==> src/hw/power_sel_pkg.sv <==
// Shared constants and types for the power selector and status flags
package power_sel_pkg;

    // Status word layout
    localparam int unsigned          FLAGS_WIDTH     = 16;
    localparam int unsigned          FLAG_BAT_CONN   = 6;
    localparam int unsigned          FLAG_ADP_CONN   = 7;
    localparam int unsigned          FLAG_THERM_SHDN = 8;
    localparam int unsigned          FLAG_TS_COLD    = 9;
    localparam int unsigned          FLAG_TS_HOT     = 10;
    localparam logic [15:0]          FLAGS_RESET     = 16'h0000;

    // Control word: calibration (learn) mode select bit
    localparam int unsigned          CTRL_WIDTH      = 16;
    localparam int unsigned          CTRL_LEARN_BIT  = 4;

    // Junction temperature trip points, degrees C (comparators are analog)
    localparam int unsigned          TJ_TRIP_C       = 145;
    localparam int unsigned          TJ_RESTART_C    = 130;

    // Thermal supervisor states
    typedef enum logic {
        TH_RUN,
        TH_SHUTDOWN
    } thermal_state_t;

endpackage

==> src/hw/thermal_if.sv <==
// Signals between the selector core and the thermal supervisor
interface thermal_if;
    logic junction_above_trip;   // Comparator: above trip point
    logic junction_below_rest;   // Comparator: below restart point
    logic shutdown;              // Charger held off
    logic alarm;                 // One-cycle alarm on entry

    modport supervisor (
        input  junction_above_trip,
        input  junction_below_rest,
        output shutdown,
        output alarm
    );

    modport core (
        output junction_above_trip,
        output junction_below_rest,
        input  shutdown,
        input  alarm
    );
endinterface

==> src/hw/thermal_supervisor.sv <==
// Junction over-temperature shutdown with hysteresis and auto restart
module thermal_supervisor
    import power_sel_pkg::*;
(
    // Clock and reset
    input  wire logic     i_clk,
    input  wire logic     i_rst_b,
    // Thermal signals
    thermal_if.supervisor th
);

    thermal_state_t state;
    thermal_state_t next_state;
    logic           alarm;

    // Trip enters shutdown; only the lower restart point leaves it
    always_comb
    begin
        next_state = state;
        case (state)
            TH_RUN:
                if (th.junction_above_trip)
                    next_state = TH_SHUTDOWN;
            TH_SHUTDOWN:
                if (th.junction_below_rest)
                    next_state = TH_RUN;
            default:
                next_state = TH_RUN;
        endcase
    end

    // State and alarm pulse
    always_ff @(posedge i_clk)
    begin
        if (!i_rst_b)
        begin
            state <= TH_RUN;
            alarm <= 1'b0;
        end
        else
        begin
            state <= next_state;
            alarm <= (state == TH_RUN) && (next_state == TH_SHUTDOWN);
        end
    end

    assign th.shutdown = (state == TH_SHUTDOWN);
    assign th.alarm    = alarm;
endmodule

==> src/hw/power_selector_status.sv <==
// System power selector, protection and condition flag word
import power_sel_pkg::*;

//
// Operation
// - Flag bit 6 follows the battery switch drive.
// - Battery switch on with no adapter, or adapter plus learn mode.
// - Learn mode and depleted battery hands the rail to the adapter.
// - Rail above battery by 150 mV keeps the battery switch off.
// - Flag bit 7 follows the adapter switch drive.
// - Adapter switch on only with adapter present and learn mode clear or the depleted handover made.
// - Adapter overcurrent drops the adapter switch at the next clock edge.
// - Flag bit 8 shows the charger held off for over-temperature.
// - Junction above 145 C disables the charger and raises an alarm.
// - The host link keeps working during thermal shutdown.
// - Charger restarts by itself once junction is below 130 C.
// - Flag bit 9 shows the thermistor above the cold threshold.
// - Flag bit 10 shows the thermistor below the hot threshold.
// - Hot threshold differs before and during charging.
// - Five-volt reference (and thermistor flags) only with adapter.
module power_selector_status
    import power_sel_pkg::*;
#(
    parameter int unsigned FLAGS_W = FLAGS_WIDTH
)
(
    // Clock and reset
    input  wire logic                  I_CORE_CLK,
    input  wire logic                  I_RST_B,
    // Host control word
    input  wire logic [CTRL_WIDTH-1:0] I_CONTROL_WORD,
    // Selector comparators
    input  wire logic                  I_ADAPTER_PRESENCE_INPUT,
    input  wire logic                  I_BATTERY_BELOW_DEPLETED,
    input  wire logic                  I_SYSTEM_RAIL_ABOVE_BATTERY,
    input  wire logic                  I_ADAPTER_OVERCURRENT,
    // Junction temperature comparators
    input  wire logic                  I_JUNCTION_ABOVE_TRIP,
    input  wire logic                  I_JUNCTION_BELOW_RESTART,
    // Thermistor comparators and charge state
    input  wire logic                  I_THERMISTOR_ABOVE_COLD,
    input  wire logic                  I_THERMISTOR_BELOW_HOT_START,
    input  wire logic                  I_THERMISTOR_BELOW_HOT_RUN,
    input  wire logic                  I_CHARGING,
    // Switch drives and enables
    output logic                       O_BATTERY_SWITCH_DRIVE,
    output logic                       O_ADAPTER_SWITCH_DRIVE,
    output logic                       O_CHARGER_ENABLE,
    output logic                       O_FIVE_VOLT_REFERENCE_EN,
    output logic                       O_HOT_THRESHOLD_RUN_SEL,
    // Host status
    output logic                       O_THERMAL_ALARM,
    output logic [FLAGS_W-1:0]         O_CONDITION_FLAGS
);

    // Flag word must hold every documented bit
    if (FLAGS_W < FLAG_TS_HOT + 1)
    begin : g_width_check
        $error("FLAGS_W too small for condition flags");
    end

    thermal_if th ();

    logic               learn_mode;
    logic               depleted_handover;
    logic               next_handover;
    logic               next_bat_drive;
    logic               next_adp_drive;
    logic               ts_hot_selected;
    logic [FLAGS_W-1:0] next_flags;

    // Thermal supervisor runs beside the selector; host link untouched
    thermal_supervisor u_thermal (
        .i_clk   (I_CORE_CLK),
        .i_rst_b (I_RST_B),
        .th      (th.supervisor)
    );

    assign th.junction_above_trip = I_JUNCTION_ABOVE_TRIP;
    assign th.junction_below_rest = I_JUNCTION_BELOW_RESTART;

    // Learn mode comes straight from the control word
    assign learn_mode = I_CONTROL_WORD[CTRL_LEARN_BIT];

    // Handover latches so a recovering battery does not bounce back
    assign next_handover = learn_mode && I_ADAPTER_PRESENCE_INPUT
                           && (depleted_handover
                               || I_BATTERY_BELOW_DEPLETED);

    // Battery switch selection, with surge guard overriding all modes
    assign next_bat_drive = (!I_ADAPTER_PRESENCE_INPUT
                             || (learn_mode && !next_handover))
                            && !I_SYSTEM_RAIL_ABOVE_BATTERY;

    // Adapter switch selection, overcurrent wins over everything
    assign next_adp_drive = I_ADAPTER_PRESENCE_INPUT
                            && (!learn_mode || next_handover)
                            && !I_ADAPTER_OVERCURRENT;

    // Hot comparator chosen by charge state
    assign ts_hot_selected = I_CHARGING ? I_THERMISTOR_BELOW_HOT_RUN
                                        : I_THERMISTOR_BELOW_HOT_START;

    // Live condition word; thermistor flags gated off while reference is down
    always_comb
    begin
        next_flags                  = FLAGS_W'(FLAGS_RESET);
        next_flags[FLAG_BAT_CONN]   = next_bat_drive;
        next_flags[FLAG_ADP_CONN]   = next_adp_drive;
        next_flags[FLAG_THERM_SHDN] = th.shutdown;
        next_flags[FLAG_TS_COLD]    = I_ADAPTER_PRESENCE_INPUT
                                      && I_THERMISTOR_ABOVE_COLD;
        next_flags[FLAG_TS_HOT]     = I_ADAPTER_PRESENCE_INPUT
                                      && ts_hot_selected;
    end

    // Drives and flags update together so the word never disagrees
    always_ff @(posedge I_CORE_CLK)
    begin
        if (!I_RST_B)
        begin
            depleted_handover      <= 1'b0;
            O_BATTERY_SWITCH_DRIVE <= 1'b0;
            O_ADAPTER_SWITCH_DRIVE <= 1'b0;
            O_CONDITION_FLAGS      <= FLAGS_W'(FLAGS_RESET);
        end
        else
        begin
            depleted_handover      <= next_handover;
            O_BATTERY_SWITCH_DRIVE <= next_bat_drive;
            O_ADAPTER_SWITCH_DRIVE <= next_adp_drive;
            O_CONDITION_FLAGS      <= next_flags;
        end
    end

    // Enables and alarm; no host read path feeds back here
    always_ff @(posedge I_CORE_CLK)
    begin
        if (!I_RST_B)
        begin
            O_CHARGER_ENABLE         <= 1'b0;
            O_FIVE_VOLT_REFERENCE_EN <= 1'b0;
            O_HOT_THRESHOLD_RUN_SEL  <= 1'b0;
            O_THERMAL_ALARM          <= 1'b0;
        end
        else
        begin
            O_CHARGER_ENABLE         <= !th.shutdown;
            O_FIVE_VOLT_REFERENCE_EN <= I_ADAPTER_PRESENCE_INPUT;
            O_HOT_THRESHOLD_RUN_SEL  <= I_CHARGING;
            O_THERMAL_ALARM          <= th.alarm;
        end
    end
endmodule

==> config.mk <==
export PLATFORM = sky130hd
export DESIGN_NAME = power_selector_status
export DESIGN_NICKNAME = d
export VERILOG_FILES = /design/src/hw/power_sel_pkg.sv /design/src/hw/thermal_if.sv /design/src/hw/thermal_supervisor.sv /design/src/hw/power_selector_status.sv
export SDC_FILE = /design/constraint.sdc
export NUM_CORES = 1
export LEC_CHECK = 0
export BUFFER_PORTS_ARGS = -buffer_cell sky130_fd_sc_hd__buf_2
export CAP_MARGIN = 10
export CORE_MARGIN = 2
export CORE_UTILIZATION = 30
export DETAILED_ROUTE_END_ITERATION = 7
export PLACE_DENSITY = 0.71
export SKIP_CTS_REPAIR_TIMING = 1
export SYNTH_ARGS = -nofsm -noshare
export SYNTH_HDL_FRONTEND = slang
export SYNTH_SLANG_ARGS = --single-unit
==> constraint.sdc <==
create_clock -name I_CORE_CLK -period 2.4 [get_ports I_CORE_CLK]
set_input_delay 0 -clock I_CORE_CLK [delete_from_list [all_inputs] [get_ports I_CORE_CLK]]
set_output_delay 0 -clock I_CORE_CLK [all_outputs]
set_load 0.02 [all_outputs]
Word level (Yosys, flattened, before mapping) --
Index checks and enable logic that the tools add are counted.
Operators by class: mux-type cells 4, bitwise logic cells 1, reductions and logical operators 18
Operators with widths (number):
- $logic_and 1x1->1 | 9
- $logic_not 1->1 | 6
- $logic_or 1x1->1 | 3
- $mux 1 | 3
- $pmux 1 s2 | 1
- $not 1->1 | 1
Storage, ports and cells: flip-flop bits (word level) 25, input bits 28, output and inout port bits 22, word-level logic and storage cells 34

Depth between registers and ports, before layout --
word-level depth 6, mapped depth 2, depth with buffers taken out 2

Cells and area by module --
Synthesis repeated with hierarchy kept, for this count alone.
Unflattened totals: cell total of the unflattened synthesis 45, area, all modules 476.7 um^2
Modules (own cells, without submodules):
- power_selector_status | times used 1, cells an instance 38, area an instance 397.9 um^2, sequential area each 200.2 um^2
- thermal_supervisor | times used 1, cells an instance 7, area an instance 78.8 um^2, sequential area each 40.0 um^2

Worst setup path before layout --
OpenSTA, ideal clock, no wires.
path type register to register, start register depleted_handover, end register O_CONDITION_FLAGS[6], setup time 0.079 ns, arrival 0.841 ns, required time 2.321 ns, path slack 1.479 ns, cell stages (with the launch flop) 3, path buffers 0, period minus slack after synthesis 0.921 ns, cells stage by stage dfxtp_1 > or3b_1 > a211oi_2
On the way: longest elaborated chain between the ends 6
Ends and longest elaborated chain:
- from (decl) | RTL line power_selector_status.sv:65 | logic depleted_handover;
- from (signal assigned) | RTL line power_selector_status.sv:129 | depleted_handover <= next_handover;
- $logic_or 1x1->1 | RTL line power_selector_status.sv:88 | || I_BATTERY_BELOW_DEPLETED);
- $logic_and 1x1->1 | RTL line power_selector_status.sv:87 | && (depleted_handover
- $logic_not 1->1 | RTL line power_selector_status.sv:92 | || (learn_mode && !next_handover))
- $logic_and 1x1->1 | RTL line power_selector_status.sv:92
- $logic_or 1x1->1 | RTL line power_selector_status.sv:92
- $logic_and 1x1->1 | RTL line power_selector_status.sv:93 | && !I_SYSTEM_RAIL_ABOVE_BATTERY;
- to (signal assigned) | RTL line power_selector_status.sv:125 | O_CONDITION_FLAGS <= FLAGS_W'(FLAGS_RESET);
- to (signal assigned) | RTL line power_selector_status.sv:132 | O_CONDITION_FLAGS <= next_flags;
- to (decl) | RTL line power_selector_status.sv:53 | output logic [FLAGS_W-1:0] O_CONDITION_FLAGS
No other way between the ends. A chain may end at the register's enable or synchronous reset.

Worst setup path after layout --
start input I_CONTROL_WORD[4], end register O_CONDITION_FLAGS[6]
On the way: longest elaborated chain between the ends 6
Ends and longest elaborated chain:
- from (decl) | RTL line power_selector_status.sv:31 | input wire logic [CTRL_WIDTH-1:0] I_CONTROL_WORD,
- $logic_and 1x1->1 | RTL line power_selector_status.sv:86 | assign next_handover = learn_mode && I_ADAPTER_PRESENCE_INPUT
- $logic_and 1x1->1 | RTL line power_selector_status.sv:87
- $logic_not 1->1 | RTL line power_selector_status.sv:92
- $logic_and 1x1->1 (*) | RTL line power_selector_status.sv:92
- $logic_or 1x1->1 (*) | RTL line power_selector_status.sv:92
- $logic_and 1x1->1 (*) | RTL line power_selector_status.sv:93
Mark *: on every way between the ends. The rest lies on a longest branch, timed or not.

==> results.sh <==
export IMPL_outcome="complete, but fails checks"
export IMPL_failed_checks="hold timing"
export IMPL_wire_per_inst_um=8.793
export IMPL_clk_latency_ps=260
export IMPL_hold_violations=1
export IMPL_yosysUniqueCellTypes=15
export IMPL_grt_pass1_wl_um=993
export IMPL_drc_errors=0
export IMPL_core_area_um2=1471
export IMPL_p_leak_nw=0.3543
export IMPL_synth_most_common_cell="buf_4"
export IMPL_synth_edf_count=0
export IMPL_grt_remaining_overflow=0
export IMPL_drtIter0Drc=4
export IMPL_crit_type="input pin to flip-flop"
export IMPL_path_buf_inv=3
export IMPL_layout_drive_gt1_share=0.3816
export IMPL_whs_ps=-13.89
export IMPL_cts_tree="done"
export IMPL_place_ws_ps=1447
export IMPL_wl_um=809
export IMPL_max_cap_viol_count=0
export IMPL_dieArea_um2=1869
export IMPL_area_delta_synth_final_pct=41.46
export IMPL_synth_main_ff_cell="dfxtp_1"
export IMPL_drt_pass1_iter_count=4
export IMPL_power_density_nw_per_um2=669.1
export IMPL_h_tree_depth=1
export IMPL_portBuffers=23
export IMPL_synth_area_top_cells="dfxtp_1 52%, buf_4 21%, and2_1 4.1%, a211oi_2 2.7%, nand2b_1 2.7%"
export IMPL_path_common_cell="dlygate4sd3_1"
export IMPL_io_pin_count=50
export IMPL_cp_slowest_cell="dlygate4sd3_1"
export IMPL_critPathRequiredTime_ps=2610
export IMPL_grt_total_usage=0.07552
export IMPL_start_util=0.3138
export IMPL_ant_nets=0
export IMPL_crit_arrival_ps=1780
export IMPL_async_flop_share=0
export IMPL_cts_buffers_inserted=3
export IMPL_post_route_min_period_ps=1579
export IMPL_place_inst=80
export IMPL_worst_slack_ps=820.8
export IMPL_max_freq_mhz=633.2
export IMPL_yosysWarnings=0
export IMPL_clockBufferDepth=2
export IMPL_min_period_over_period=0.6580
export IMPL_fin_area_um2=653.1
export IMPL_worstPathCellList="dlygate4sd3_1, buf_2, or3b_1, a211oi_2, dlygate4sd3_1"
export IMPL_fp_dieW_um=43.23
export IMPL_netlist_instances=44
export IMPL_cts_sinks=12
export IMPL_ys_seq_elements=12
export IMPL_vias=368
export IMPL_netlist_top_cells_count="13 x buf_4, 12 x dfxtp_1, 3 x and2_1, 3 x nor2_1"
export IMPL_antenna_cells=0
export IMPL_clk_pin_slew_ps=70
export IMPL_grt_max_degree=8
export IMPL_path_delay_family="buffers and inverters"
export IMPL_placed_cell_area_um2=536.8
export IMPL_synth_top_area_share=0.5203
export IMPL_crit_fanout=2
export IMPL_dp_hpwl_um=554.6
export IMPL_rsz0062_at_grt="false"
export IMPL_rows=14
export IMPL_viasPerCell=4.000
export IMPL_finalSetupViolations=0
export IMPL_antenna_found_initial=0
export IMPL_avgSynthCellArea_um2=10.49
export IMPL_slew_viol_final=0
export IMPL_die_y_um=43.23
export IMPL_fin_nets=105
export IMPL_fin_cells=92
export IMPL_gp_congestion=0.6827
export IMPL_grt_pass1_vias=270
export IMPL_root_buffer="clkbuf_4"
export IMPL_fin_tns_setup_ps=0
export IMPL_post_route_util=0.4439
export IMPL_netlist_area_um2=461.7
export IMPL_yosysSeqAreaShare=0.5203
export IMPL_cp_start_kind="input pin"
export IMPL_irDropWorstVdd_mv=0.1413
export IMPL_synth_top_area_cell="dfxtp_1"
export IMPL_skew_ps=3.628
export IMPL_end_kind="flip-flop"
export IMPL_hold_class="input pin to flip-flop"
export IMPL_slowest_delay_ps=570
-- worst min-delay path: stages --
cell and delay, ps:
buf_2 80, nand2b_1 60, nor2_1 80
-- area by class of cell --
type	count	area, um2
sequential	12	240.2
clock buffer	4	36.28
fill	136	818.3
multi-input combinational	27	153.9
inverter	2	7.507
tap	16	20.02
timing repair buffer	31	195.2
-- power by group --
group          internal [mW]  total, mW  switching [mW]
combinational         0.0286     0.0712          0.0426
sequential             0.209      0.212         0.00292
clock                 0.0920      0.154          0.0618
total                  0.330      0.437           0.107
-- path summary, 6_finish.rpt --
check | end | cells past startpoint | startpoint | slack [ps]
worst max-delay path | O_CONDITION_FLAGS[6] | 5 | I_CONTROL_WORD[4] | 820
worst min-delay path | u_thermal.th.alarm | 3 | I_JUNCTION_ABOVE_TRIP | -10
worst max register to register | O_CONDITION_FLAGS[6] | 3 | depleted_handover | 870
worst min register to register | O_THERMAL_ALARM | 1 | u_thermal.th.alarm | 440
-- state kept, by name (all words and copies together) (netlist names) --
| signal | cells |
|---|---|
| O_FIVE_VOLT_REFERENCE_EN | 1 |
| O_CONDITION_FLAGS | 5 |
| depleted_handover | 1 |
| u_thermal.th.shutdown | 1 |
| u_thermal.th.alarm | 1 |
| O_HOT_THRESHOLD_RUN_SEL | 1 |
| O_CHARGER_ENABLE | 1 |
| O_THERMAL_ALARM | 1 |
-- cell usage in the layout, fill, tap and decap left out --
| master | n |
|---|---|
| a211oi_2 | 1 |
| a21oi_1 | 1 |
| and2_1 | 3 |
| and3_1 | 1 |
| buf_2 | 23 |
| clkbuf_4 | 3 |
| clkbuf_8 | 1 |
| conb_1 | 11 |
| dfxtp_1 | 12 |
| dlygate4sd3_1 | 8 |
| inv_1 | 2 |
| mux2i_1 | 1 |
| nand2_1 | 1 |
| nand2b_1 | 2 |
| nor2_1 | 3 |
| nor3b_2 | 1 |
| o2111a_1 | 1 |
| or3b_1 | 1 |
-- metal layers --
metal | global-route usage | wire, um | share of wire | vias to the layer above
met4 | 0.05455 | 0 | 0 | 0
met1 | 0.05685 | 258 | 0.32 | 159
met3 | 0.04255 | 112 | 0.14 | 0
met2 | 0.1373 | 438 | 0.54 | 27
li1 | - | - | - | 182
met5 | 0 | 0 | 0 | -
-- kinds of logic after synthesis --
logic type / after synthesis / share of synthesized area
buf+inv: 15 / 0.2276
flops: 12 / 0.5203
simple gates: 12 / 0.1599
compound gates: 3 / 0.06231
mux: 1 / 0.02168
other cells: 1 / 0.008122
-- stage by stage --
step	total power, mW	hold WS [ps]
after CTS	0.4341	-120.0
after global placement	0.2758	170.2
final	0.4370	-13.89
after detailed placement	0.2765	164.2
after floorplan	0.2704	64.65
after global routing	0.4618	5.857
(Power assumes the default switching activity.)
